`src/mbd_pkg.sv`:
```
// Purpose : Constants for the multiplexed BCD digit output port
// Assumes : 125 MHz system clock
// Notes   : Times kept in their own units, cycle counts derived from them
package mbd_pkg;
    // ==========================================================
    // Clock and timing
    localparam int CLK_PERIOD_NS = 8;
    localparam int TICK_NS       = 15000;
    localparam int TICK_CYC      = TICK_NS / CLK_PERIOD_NS;
    localparam int STROBE_NS     = 270000;
    localparam int STROBE_TICKS  = (STROBE_NS + TICK_NS / 2) / TICK_NS;
    localparam int CONV_NS       = 400000000;
    localparam int CONV_TICKS    = (CONV_NS + TICK_NS / 2) / TICK_NS;
    localparam int EOC_NS        = 7000;
    localparam int EOC_CYC       = (EOC_NS / CLK_PERIOD_NS < 1) ? 1 : EOC_NS / CLK_PERIOD_NS;
    localparam int GAP_TICKS     = 1;
    localparam int NUM_DIGITS    = 4;

    // ==========================================================
    // Range limits and leading slot coding
    localparam logic [11:0] UNDER_LIMIT = 12'h180;
    localparam int          BIT_LEAD    = 3;
    localparam int          BIT_POS     = 2;
    localparam int          BIT_OVER    = 1;
    localparam int          BIT_UNDER   = 0;
    localparam logic [3:0]  CODE_ZERO   = 4'hA;
    localparam logic [3:0]  CODE_ONE    = 4'h0;
    localparam logic [3:0]  SYNC_RESET  = 4'h0;
endpackage

```
`src/mbd_sync3.sv`:
```
// Purpose : Three-stage synchroniser for panel levels
// Assumes : Inputs are asynchronous levels
// Notes   : A change is taken only once stages two and three agree
`timescale 1ns/1ns
module mbd_sync3 #(
    parameter int WIDTH = 1
) (
    input  wire logic             clk,
    input  wire logic             srst,
    input  wire logic [WIDTH-1:0] async_in,
    output logic      [WIDTH-1:0] sync_out
);
    logic [WIDTH-1:0] stage1;
    logic [WIDTH-1:0] stage2;
    logic [WIDTH-1:0] stage3;
    logic [WIDTH-1:0] next_out;

    // ==========================================================
    // Agreement filter per bit
    always_comb begin
        for (int i = 0; i < WIDTH; i++) begin
            next_out[i] = (stage2[i] == stage3[i]) ? stage3[i] : sync_out[i];
        end
    end

    always_ff @(posedge clk) begin
        if (srst) begin
            stage1   <= '0;
            stage2   <= '0;
            stage3   <= '0;
            sync_out <= '0;
        end else begin
            stage1   <= async_in;
            stage2   <= stage1;
            stage3   <= stage2;
            sync_out <= next_out;
        end
    end
endmodule

```
`src/mbd_digit_out.sv`:
```
// Purpose : Scans four display digits once per conversion onto BCD lines
// Assumes : Reading inputs come from logic on clk; panel lines are asynchronous
// Notes   : Reading is snapshotted at scan start so data only moves between strobes
// How it works
// - Each digit strobe lasts about 270 us
// - Chosen function line high, others low
// - Decimal-point lines follow lit display points
// - BCD data aligned with strobe; sampled during strobe
// - First strobe carries leading digit, sign, range
// - Top bit high for zero, low for one
// - Second bit high positive, low negative
// - Count 180 or less sets underrange bit
// - Count above 1999 signals overrange in slot
// - Fixed leading codes; zero codes blank digit
// - One conversion and scan every 0.4 s
// - About 7 us done pulse per conversion
`timescale 1ns/1ns
module mbd_digit_out #(
    parameter int TICK_CYC   = mbd_pkg::TICK_CYC,
    parameter int CONV_TICKS = mbd_pkg::CONV_TICKS
) (
    input  wire logic       clk,
    input  wire logic       srst,
    input  wire logic [2:0] panel_function,
    input  wire logic [2:0] panel_point,
    input  wire logic       read_lead_one,
    input  wire logic [3:0] read_hundreds,
    input  wire logic [3:0] read_tens,
    input  wire logic [3:0] read_units,
    input  wire logic       read_negative,
    input  wire logic       read_over,
    output logic            digit_strobe_first,
    output logic            digit_strobe_second,
    output logic            digit_strobe_third,
    output logic            digit_strobe_fourth,
    output logic [3:0]      bcd_data,
    output logic            func_volt,
    output logic            func_amp,
    output logic            func_watt,
    output logic            point_lit_third,
    output logic            point_lit_fourth,
    output logic            point_lit_fifth,
    output logic            conv_done
);
    typedef enum logic [4:0] {
        ST_LOAD   = 5'h01,
        ST_GAP    = 5'h02,
        ST_STROBE = 5'h04,
        ST_HOLD   = 5'h08,
        ST_EOC    = 5'h10
    } mbd_state_t;

    mbd_state_t  state;
    mbd_state_t  next_state;
    logic [15:0] cyc_cnt;
    logic        tick;
    logic [15:0] conv_cnt;
    logic [7:0]  phase_cnt;
    logic [1:0]  digit;
    logic [15:0] eoc_cnt;
    logic [2:0]  func_sync;
    logic [2:0]  point_sync;
    logic        snap_lead;
    logic        snap_neg;
    logic        snap_over;
    logic [3:0]  snap_hund;
    logic [3:0]  snap_tens;
    logic [3:0]  snap_units;
    logic        strobe_on;
    logic        strobe_last;
    logic        conv_last;
    logic        eoc_last;
    logic        under;
    logic [3:0]  lead_code;
    logic [3:0]  digit_code;

    localparam logic [15:0] TICK_LAST   = 16'(TICK_CYC - 1);
    localparam logic [15:0] CONV_LAST   = 16'(CONV_TICKS - 1);
    localparam logic [7:0]  STROBE_LAST = 8'(mbd_pkg::STROBE_TICKS - 1);
    localparam logic [15:0] EOC_LAST    = 16'(mbd_pkg::EOC_CYC - 1);

    // ==========================================================
    // Panel levels
    mbd_sync3 #(.WIDTH(3)) u_func_sync (
        .clk      (clk),
        .srst     (srst),
        .async_in (panel_function),
        .sync_out (func_sync)
    );
    mbd_sync3 #(.WIDTH(3)) u_point_sync (
        .clk      (clk),
        .srst     (srst),
        .async_in (panel_point),
        .sync_out (point_sync)
    );

    always_ff @(posedge clk) begin
        if (srst) begin
            {func_watt, func_amp, func_volt}                      <= 3'h0;
            {point_lit_fifth, point_lit_fourth, point_lit_third} <= 3'h0;
        end else begin
            {func_watt, func_amp, func_volt}                      <= func_sync;
            {point_lit_fifth, point_lit_fourth, point_lit_third} <= point_sync;
        end
    end

    // ==========================================================
    // Leading slot and digit selection
    function automatic logic under_check(input logic lead, input logic [3:0] h,
                                         input logic [3:0] t, input logic [3:0] u);
        under_check = !lead && ({h, t, u} <= mbd_pkg::UNDER_LIMIT);
    endfunction

    assign under = under_check(snap_lead, snap_hund, snap_tens, snap_units);

    always_comb begin
        lead_code = snap_lead ? mbd_pkg::CODE_ONE : mbd_pkg::CODE_ZERO;
        lead_code[mbd_pkg::BIT_LEAD]  = !snap_lead;
        lead_code[mbd_pkg::BIT_POS]   = !snap_neg;
        lead_code[mbd_pkg::BIT_UNDER] = under && !snap_over;
        if (snap_over) begin
            lead_code[mbd_pkg::BIT_LEAD] = 1'b0;
            lead_code[mbd_pkg::BIT_OVER] = 1'b1;
        end
    end

    assign digit_code = (digit == 2'd0) ? lead_code :
                        (digit == 2'd1) ? snap_hund :
                        (digit == 2'd2) ? snap_tens : snap_units;

    // ==========================================================
    // Tick and counters
    assign tick        = (cyc_cnt == TICK_LAST);
    assign strobe_last = tick && (phase_cnt == STROBE_LAST);
    assign conv_last   = tick && (conv_cnt == CONV_LAST);
    assign eoc_last    = (eoc_cnt == EOC_LAST);
    assign strobe_on   = (state == ST_STROBE);

    always_ff @(posedge clk) begin
        if (srst || tick) begin
            cyc_cnt <= 16'h0000;
        end else begin
            cyc_cnt <= cyc_cnt + 16'h0001;
        end
    end

    always_ff @(posedge clk) begin
        if (srst || state == ST_LOAD) begin
            conv_cnt <= 16'h0000;
        end else if (tick) begin
            conv_cnt <= conv_cnt + 16'h0001;
        end
    end

    always_ff @(posedge clk) begin
        if (srst || state != ST_STROBE) begin
            phase_cnt <= 8'h00;
        end else if (tick) begin
            phase_cnt <= phase_cnt + 8'h01;
        end
    end

    always_ff @(posedge clk) begin
        if (srst || state != ST_EOC) begin
            eoc_cnt <= 16'h0000;
        end else begin
            eoc_cnt <= eoc_cnt + 16'h0001;
        end
    end

    // ==========================================================
    // Scan sequencer
    always_comb begin
        case (state)
            ST_LOAD:   next_state = ST_GAP;
            ST_GAP:    next_state = tick ? ST_STROBE : ST_GAP;
            ST_STROBE: next_state = !strobe_last ? ST_STROBE :
                                    (digit == 2'd3) ? ST_HOLD : ST_GAP;
            ST_HOLD:   next_state = conv_last ? ST_EOC : ST_HOLD;
            ST_EOC:    next_state = eoc_last ? ST_LOAD : ST_EOC;
            default:   next_state = ST_LOAD;
        endcase
    end

    always_ff @(posedge clk) begin
        if (srst) begin
            state <= ST_LOAD;
        end else begin
            state <= next_state;
        end
    end

    always_ff @(posedge clk) begin
        if (srst || state == ST_LOAD) begin
            digit <= 2'd0;
        end else if (state == ST_STROBE && strobe_last) begin
            digit <= digit + 2'd1;
        end
    end

    always_ff @(posedge clk) begin
        if (srst) begin
            {snap_lead, snap_neg, snap_over} <= 3'h0;
            {snap_hund, snap_tens, snap_units} <= 12'h000;
        end else if (state == ST_LOAD) begin
            {snap_lead, snap_neg, snap_over} <= {read_lead_one, read_negative, read_over};
            {snap_hund, snap_tens, snap_units} <= {read_hundreds, read_tens, read_units};
        end
    end

    always_ff @(posedge clk) begin
        if (srst) begin
            bcd_data <= mbd_pkg::SYNC_RESET;
        end else if (state == ST_GAP && tick) begin
            bcd_data <= digit_code;
        end
    end

    assign digit_strobe_first  = strobe_on && (digit == 2'd0);
    assign digit_strobe_second = strobe_on && (digit == 2'd1);
    assign digit_strobe_third  = strobe_on && (digit == 2'd2);
    assign digit_strobe_fourth = strobe_on && (digit == 2'd3);
    assign conv_done           = (state == ST_EOC);

    // ==========================================================
    // Checks
    localparam int STROBE_CYC = mbd_pkg::STROBE_TICKS * TICK_CYC;
    logic [31:0] hi_cnt;
    logic [31:0] eoc_hi_cnt;
    logic [3:0]  strobes;
    assign strobes = {digit_strobe_fourth, digit_strobe_third, digit_strobe_second,
                      digit_strobe_first};

    always_ff @(posedge clk) begin
        hi_cnt     <= strobe_on ? hi_cnt + 32'd1 : 32'd0;
        eoc_hi_cnt <= conv_done ? eoc_hi_cnt + 32'd1 : 32'd0;
    end

    property p_strobe_width;
        @(posedge clk) disable iff (srst) $fell(strobe_on) |-> hi_cnt == 32'(STROBE_CYC);
    endproperty
    a_strobe_width: assert property (p_strobe_width) else $error("strobe width wrong");

    property p_onehot;
        @(posedge clk) disable iff (srst) $onehot0(strobes);
    endproperty
    a_onehot: assert property (p_onehot) else $error("strobes not one-hot");

    property p_data_stable;
        @(posedge clk) disable iff (srst) strobe_on && $past(strobe_on) |-> $stable(bcd_data);
    endproperty
    a_data_stable: assert property (p_data_stable) else $error("data moved in strobe");

    // Last strobe seen, so every new strobe is held against the successor of the last one
    logic [3:0] prev_sel;
    logic [3:0] exp_sel;

    always_ff @(posedge clk) begin
        if (srst) begin
            prev_sel <= 4'h0;
        end else if (strobes != 4'h0) begin
            prev_sel <= strobes;
        end
    end

    assign exp_sel = (prev_sel == 4'h0 || prev_sel == 4'h8) ? 4'h1 : {prev_sel[2:0], 1'b0};

    property p_order;
        @(posedge clk) disable iff (srst) $rose(strobe_on) |-> strobes == exp_sel;
    endproperty
    a_order: assert property (p_order) else $error("strobe order wrong");

    property p_func;
        @(posedge clk) disable iff (srst) ##1 {func_watt, func_amp, func_volt} == $past(func_sync);
    endproperty
    a_func: assert property (p_func) else $error("function line mismatch");

    property p_point;
        @(posedge clk) disable iff (srst)
            ##1 {point_lit_fifth, point_lit_fourth, point_lit_third} == $past(point_sync);
    endproperty
    a_point: assert property (p_point) else $error("point line mismatch");

    property p_lead;
        @(posedge clk) disable iff (srst) digit_strobe_first && !snap_over |->
            bcd_data[3] == !snap_lead && bcd_data[2] == !snap_neg;
    endproperty
    a_lead: assert property (p_lead) else $error("leading slot sign or digit wrong");

    property p_under;
        @(posedge clk) disable iff (srst) digit_strobe_first && !snap_over && !snap_lead
            && {snap_hund, snap_tens, snap_units} <= 12'h180 |-> bcd_data[0];
    endproperty
    a_under: assert property (p_under) else $error("underrange bit missing");

    property p_zero_code;
        @(posedge clk) disable iff (srst) digit_strobe_first && !snap_over && !snap_lead
            |-> bcd_data[3:1] == {1'b1, !snap_neg, 1'b1};
    endproperty
    a_zero_code: assert property (p_zero_code) else $error("zero code wrong");

    property p_over;
        @(posedge clk) disable iff (srst) digit_strobe_first && snap_over
            |-> !bcd_data[3] && bcd_data[1];
    endproperty
    a_over: assert property (p_over) else $error("overrange code wrong");

    property p_eoc;
        @(posedge clk) disable iff (srst) $fell(conv_done) |-> eoc_hi_cnt == 32'(mbd_pkg::EOC_CYC);
    endproperty
    a_eoc: assert property (p_eoc) else $error("done pulse width wrong");

    c_fourth: cover property (@(posedge clk) disable iff (srst) $fell(digit_strobe_fourth));
    c_done:   cover property (@(posedge clk) disable iff (srst) $fell(conv_done));
    c_over:   cover property (@(posedge clk) disable iff (srst) digit_strobe_first && snap_over);
endmodule

```
`config.mk`:
```
export PLATFORM = sky130hd
export DESIGN_NAME = mbd_digit_out
export DESIGN_NICKNAME = d
export VERILOG_FILES = /design/src/mbd_pkg.sv /design/src/mbd_sync3.sv /design/src/mbd_digit_out.sv
export SDC_FILE = /design/constraint.sdc
export NUM_CORES = 1
export LEC_CHECK = 0
export BUFFER_PORTS_ARGS = -buffer_cell sky130_fd_sc_hd__buf_2
export CAP_MARGIN = 20
export CORE_MARGIN = 4
export CORE_UTILIZATION = 43
export DETAILED_ROUTE_END_ITERATION = 10
export PLACE_DENSITY = 0.6
export SLEW_MARGIN = 10
export SYNTH_ARGS = -nofsm -noshare
export SYNTH_HDL_FRONTEND = slang
export SYNTH_SLANG_ARGS = --single-unit
```
`constraint.sdc`:
```
create_clock -name clk -period 1.7 [get_ports clk]
set_input_delay 0.17 -clock clk [delete_from_list [all_inputs] [get_ports clk]]
set_output_delay 0.17 -clock clk [all_outputs]
set_load 0.01 [all_outputs]
```
== Yosys cells after proc, flatten, opt, wreduce, memory -nomap -nowiden ==
Index checks and enable logic that the tools add are counted.
W data, S select, Z words.
Storage, ports and cells
  output and inout bits: 15
  word-level logic and storage cells: 87
  register bits after elaboration: 112
Operators by class
  add/sub/neg operators: 5
  multiplexer cells: 12
  equality and inequality tests: 20
  reduce and logical (&&, ||, !) cells: 18
  order comparisons: 1
Operators by type and width (count)
  $add A16 B1 Y16 const B: 3
  $pmux W5 S5: 1
  $mux W4: 5
  $eq A16 B10 Y1 const B: 1
  $eq A16 B11 Y1 const B: 1
  $eq A16 B15 Y1 const B: 1
  $le A12 B9 Y1 const B: 1
  $logic_and A1 B1 Y1: 10
  $mux W5: 2
  $add A8 B1 Y8 const B: 1
  $eq A8 B5 Y1 const B: 1
  $eq A1 B1 Y1: 6
  $eq A5 B1 Y1 const B: 1
  $eq A5 B2 Y1 const B: 1
  $eq A5 B3 Y1 const B: 1
  $eq A5 B4 Y1 const B: 1
  $eq A5 B5 Y1 const B: 1
  $ne A5 B3 Y1 const B: 1
  $ne A5 B5 Y1 const B: 1
  $eq A2 B2 Y1 const B: 2
  $logic_or A1 B1 Y1: 4
  $logic_not A1 Y1: 3
  $mux W3: 1
  $add A2 B1 Y2 const B: 1
  4 further kinds: 5

== Longest topological paths before layout ==
  word-level depth: 4
  mapped depth: 8
  mapped depth without buffers: 6

== Cells and area by module ==
Synthesis repeated with hierarchy kept, for this count alone.
Unflattened totals
  cell total of the unflattened synthesis: 538
  area total of the unflattened synthesis: 4835.9 um^2
By module, submodules not included
  mbd_digit_out: cells each 476, times used 1, seq. area each 1761.7 um^2, area an instance 4060.1 um^2
  mbd_sync3: cells each 31, times used 2, seq. area each 240.2 um^2, area an instance 387.9 um^2

== Least setup slack after synthesis ==
No wires, ideal clock.
  path kind: register -> register
  from: register cyc_cnt[7]
  to: register conv_cnt[11]
  cell stages (with the launch flop): 8
  period minus slack after synthesis: 1.695 ns
  setup slack: 0.005 ns
  arrival: 1.560 ns
  cell sequence: dfxtp_1 buf_4 nor4b_4 nand4_2 buf_2 buf_2 o311ai_0 o41ai_1
Between the ends
  word-level cells in the longest chain between the ends: 1
RTL lines
  from (decl): line mbd_digit_out.sv:55  | logic [15:0] cyc_cnt;
  from (signal assigned): line mbd_digit_out.sv:143  | cyc_cnt <= cyc_cnt + 16'h0001;
  $eq A16 B11 Y1: line mbd_digit_out.sv:133  | assign tick = (cyc_cnt == TICK_LAST);
  to (signal assigned): line mbd_digit_out.sv:151  | conv_cnt <= conv_cnt + 16'h0001;
  to (decl): line mbd_digit_out.sv:57  | logic [15:0] conv_cnt;
Every way passes these cells.
A chain may end at the register's enable or synchronous reset.

== Final worst setup path ==
  from: register cyc_cnt[0]
  to: register conv_cnt[10]
The elaborated chain is that of the path after synthesis.

==> results.yml <==
place:
  gpl.final_weighted_congestion: 0.805
  dpl.hpwl_mm: 7.69
  place_area_mm2: 0.00558
  port_buffers: 37
  placedCellCount: 761
clock_network:
  root_buffer: "clkbuf_16"
  cts_sinks: 112
  holdBufCountCts: 0
  cts.reportedPaths.clkPinSlew_ns: 0.08
  cts_tree: "yes"
  clk-insertion-delay-late_ns: 0.36
  cts-buffers-inserted: 9
  cts_max_level: 3
  cts_buffer_depth: 2
layout:
  postLayoutCellArea_mm2: 0.00626
  layout.nets: 675
  diodes: 0
  layout-drive-gt1-share: 0.267
  fillers: 969
  fin_cells: 785
  area_delta_synth_final_pct: 28.6
logic_synthesis:
  synth-edff-count: 0
  synth-seq-cells: 112
  ys_top_cells_by_area: "dfxtp_1 46%, a21oi_1 5.5%, nand2_1 5.0%"
  synth.most_common_cell: "dfxtp_1"
  netlist_instances: 554
  synth_ff_type: "dfxtp_1"
  syn_area_per_cell_um2: 8.78
  yosysUniqueCellTypes: 46
  syn_area_mm2: 0.00486
  synth_common_cells: "112 x dfxtp_1, 65 x nand2_1, 53 x a21oi_1"
  synth_top_area_cell: "dfxtp_1"
  ys_warn_count: 0
  synthArstFlopShare: 0
  syn-num-nets: 589
  ys_seq_area_frac: 0.461
  yosysTopAreaCellShare: 0.461
pwr:
  power.density_mw_per_mm2: 1010
  leakagePower_nw: 2.30
  peakVddDrop_mv: 1.01
  total_power_mw: 6.35
grt:
  track_usage: 0.170
  grt_max_degree: 37
  grt_pass1_vias: 3940
  grt_overflow: 0
  antenna_found_initial: 0
  grt_pass1_wl_mm: 18.1
floorplanning:
  ios: 38
  die-area_mm2: 0.0131
  start_util: 0.445
  die_x_um: 114
  dieHeight_um: 114
  core_mm2: 0.0109
  num_rows: 38
sta:
  final_max_slew_viol_count: 0
  clock.fmax_ghz: 0.546
  relSlewSlack: 0.637
  rsz0062_at_grt: "true"
  hold_viol: 0
  setup_tns_ns: -1.17
  worstMarginPinSlew_ns: 0.543
  worst_slack_ns: -0.130
  min_period_ns: 1.83
  skew_ns: 0.00759
  setup_viol: 17
  period_share: 1.08
route:
  vias_per_cell: 5.35
  num_vias: 4203
  wl_per_cell_um: 14.4
  drtPass1Iterations: 4
  final_antenna_net_count: 0
  dr.first_iter.drc_count: 332
  drcViolationCount: 0
  routed_wl_mm: 11.3
worst_setup_path:
  cp-start-kind: "register"
  critPathCaptureType: "register"
  cp_max_fo: 18
  cp.required_ns: 2.00
  worstSetupPathType: "register to register"
  cp.arrival_ns: 2.13
outcome:
  failed_checks: "negative setup slack"
  status: "complete, but fails checks"
job:
  cap_violations: 0
min_path:
  hp-class: "primary input to register"
-- worst max-delay path, stage by stage (launching register included) --
cell,delay [ns]
dfxtp_2,0.32
inv_2,0.06
ha_4,0.12
nor4b_4,0.26
nand4_4,0.16
buf_12,0.19
or4_4,0.52
a21oi_2,0.14
-- layout by cell type (no fill, tap or decap), types with 10 or more instances in the layout --
| cell type | count |
|---|---|
| clkbuf_16 | 10 |
| buf_2 | 36 |
| dfxtp_2 | 13 |
| nor2b_1 | 25 |
| o21ai_0 | 25 |
| nand2b_1 | 12 |
| inv_1 | 10 |
| nand4_1 | 19 |
| nor2_1 | 30 |
| a21oi_1 | 51 |
| nand3_1 | 22 |
| xor2_1 | 14 |
| nand2_1 | 65 |
| dfxtp_1 | 99 |
| buf_4 | 57 |
| or3_1 | 14 |
-- area by class of cell --
cell class	count	area, um^2	share of cell area
clock buffer	9	225	0.0360
multi-input combinational	403	2700	0.431
inverter	13	51.3	0.00820
tap	140	175	0.0280
sequential	112	2260	0.361
timing repair buffer	101	738	0.118
clock inverter	7	111	0.0178
-- sequential cells by signal, indices dropped and copies added (netlist names), 2 cells and up --
name / count
u_point_sync.sync_out: 3
state: 5
u_point_sync.stage3: 3
u_point_sync.stage1: 3
u_func_sync.stage2: 3
cyc_cnt: 16
u_point_sync.stage2: 3
bcd_data: 4
eoc_cnt: 16
conv_cnt: 16
snap_units: 4
u_func_sync.stage1: 3
snap_tens: 4
snap_hund: 4
phase_cnt: 8
u_func_sync.stage3: 3
u_func_sync.sync_out: 3
digit: 2
-- repair_timing --
action,4_1_cts,5_1_grt
endpoints found under the setup margin,18,38
gates cloned,0,3
gates resized for setup,22,42
setup buffers,2,3
pin swaps,1,4
-- report_power, final --
part / leakage [nW] / total (mW) / internal (mW) / switching, mW
Sequential: 0.915 / 2.92 / 2.77 / 0.145
Clock: 0.164 / 2.36 / 1.32 / 1.03
Combinational: 1.22 / 1.07 / 0.471 / 0.603
Total: 2.30 / 6.35 / 4.57 / 1.78
-- metal layers --
metal / up-vias / GRT usage / part of all wire
li1: 2141 / - / -
met1: 1993 / 0.212 / 0.46
met4: 0 / 0.0602 / 0.018
met5: - / 0 / 0
met3: 14 / 0.0518 / 0.034
met2: 55 / 0.279 / 0.49
-- path summary, 6_finish.rpt --
kind                                                   startpoint                                end  slack [ns]  depth (start not counted)
worst min register to register  u_point_sync.stage1[2]$_SDFF_PP0_  u_point_sync.stage2[2]$_SDFF_PP0_        0.44                          1
worst max-delay path                        cyc_cnt[0]$_SDFF_PP0_          conv_cnt[10]$_SDFFE_PP0N_       -0.13                          7
worst max register to register              cyc_cnt[0]$_SDFF_PP0_          conv_cnt[10]$_SDFFE_PP0N_       -0.13                          7
worst min-delay path                               panel_point[1]  u_point_sync.stage1[1]$_SDFF_PP0_        0.02                          2
-- cells by family after synthesis --
family	after synthesis	share of synthesized area
DFF	112	0.461
AOI/OAI and AO/OA	106	0.127
muxes	9	0.0188
and+or+nand+nor	253	0.289
xor gates and xnor gates	23	0.0414
adders and majority gates	12	0.0309
buffers and inverters	39	0.0319
-- per-stage QoR --
| stage | util | hold slack, ns | setup WS [ns] |
|---|---|---|---|
| detailed placement | 0.510 | 0.385 | -0.0874 |
| CTS | 0.549 | 0.00788 | -0.103 |
| floorplan | - | 0.298 | 0.00515 |
| global route | 0.572 | 0.0158 | -0.196 |
| global placement | 0.510 | 0.377 | -0.0388 |
| finish | 0.572 | 0.0208 | -0.130 |
Power figures use the tool's default switching activity.
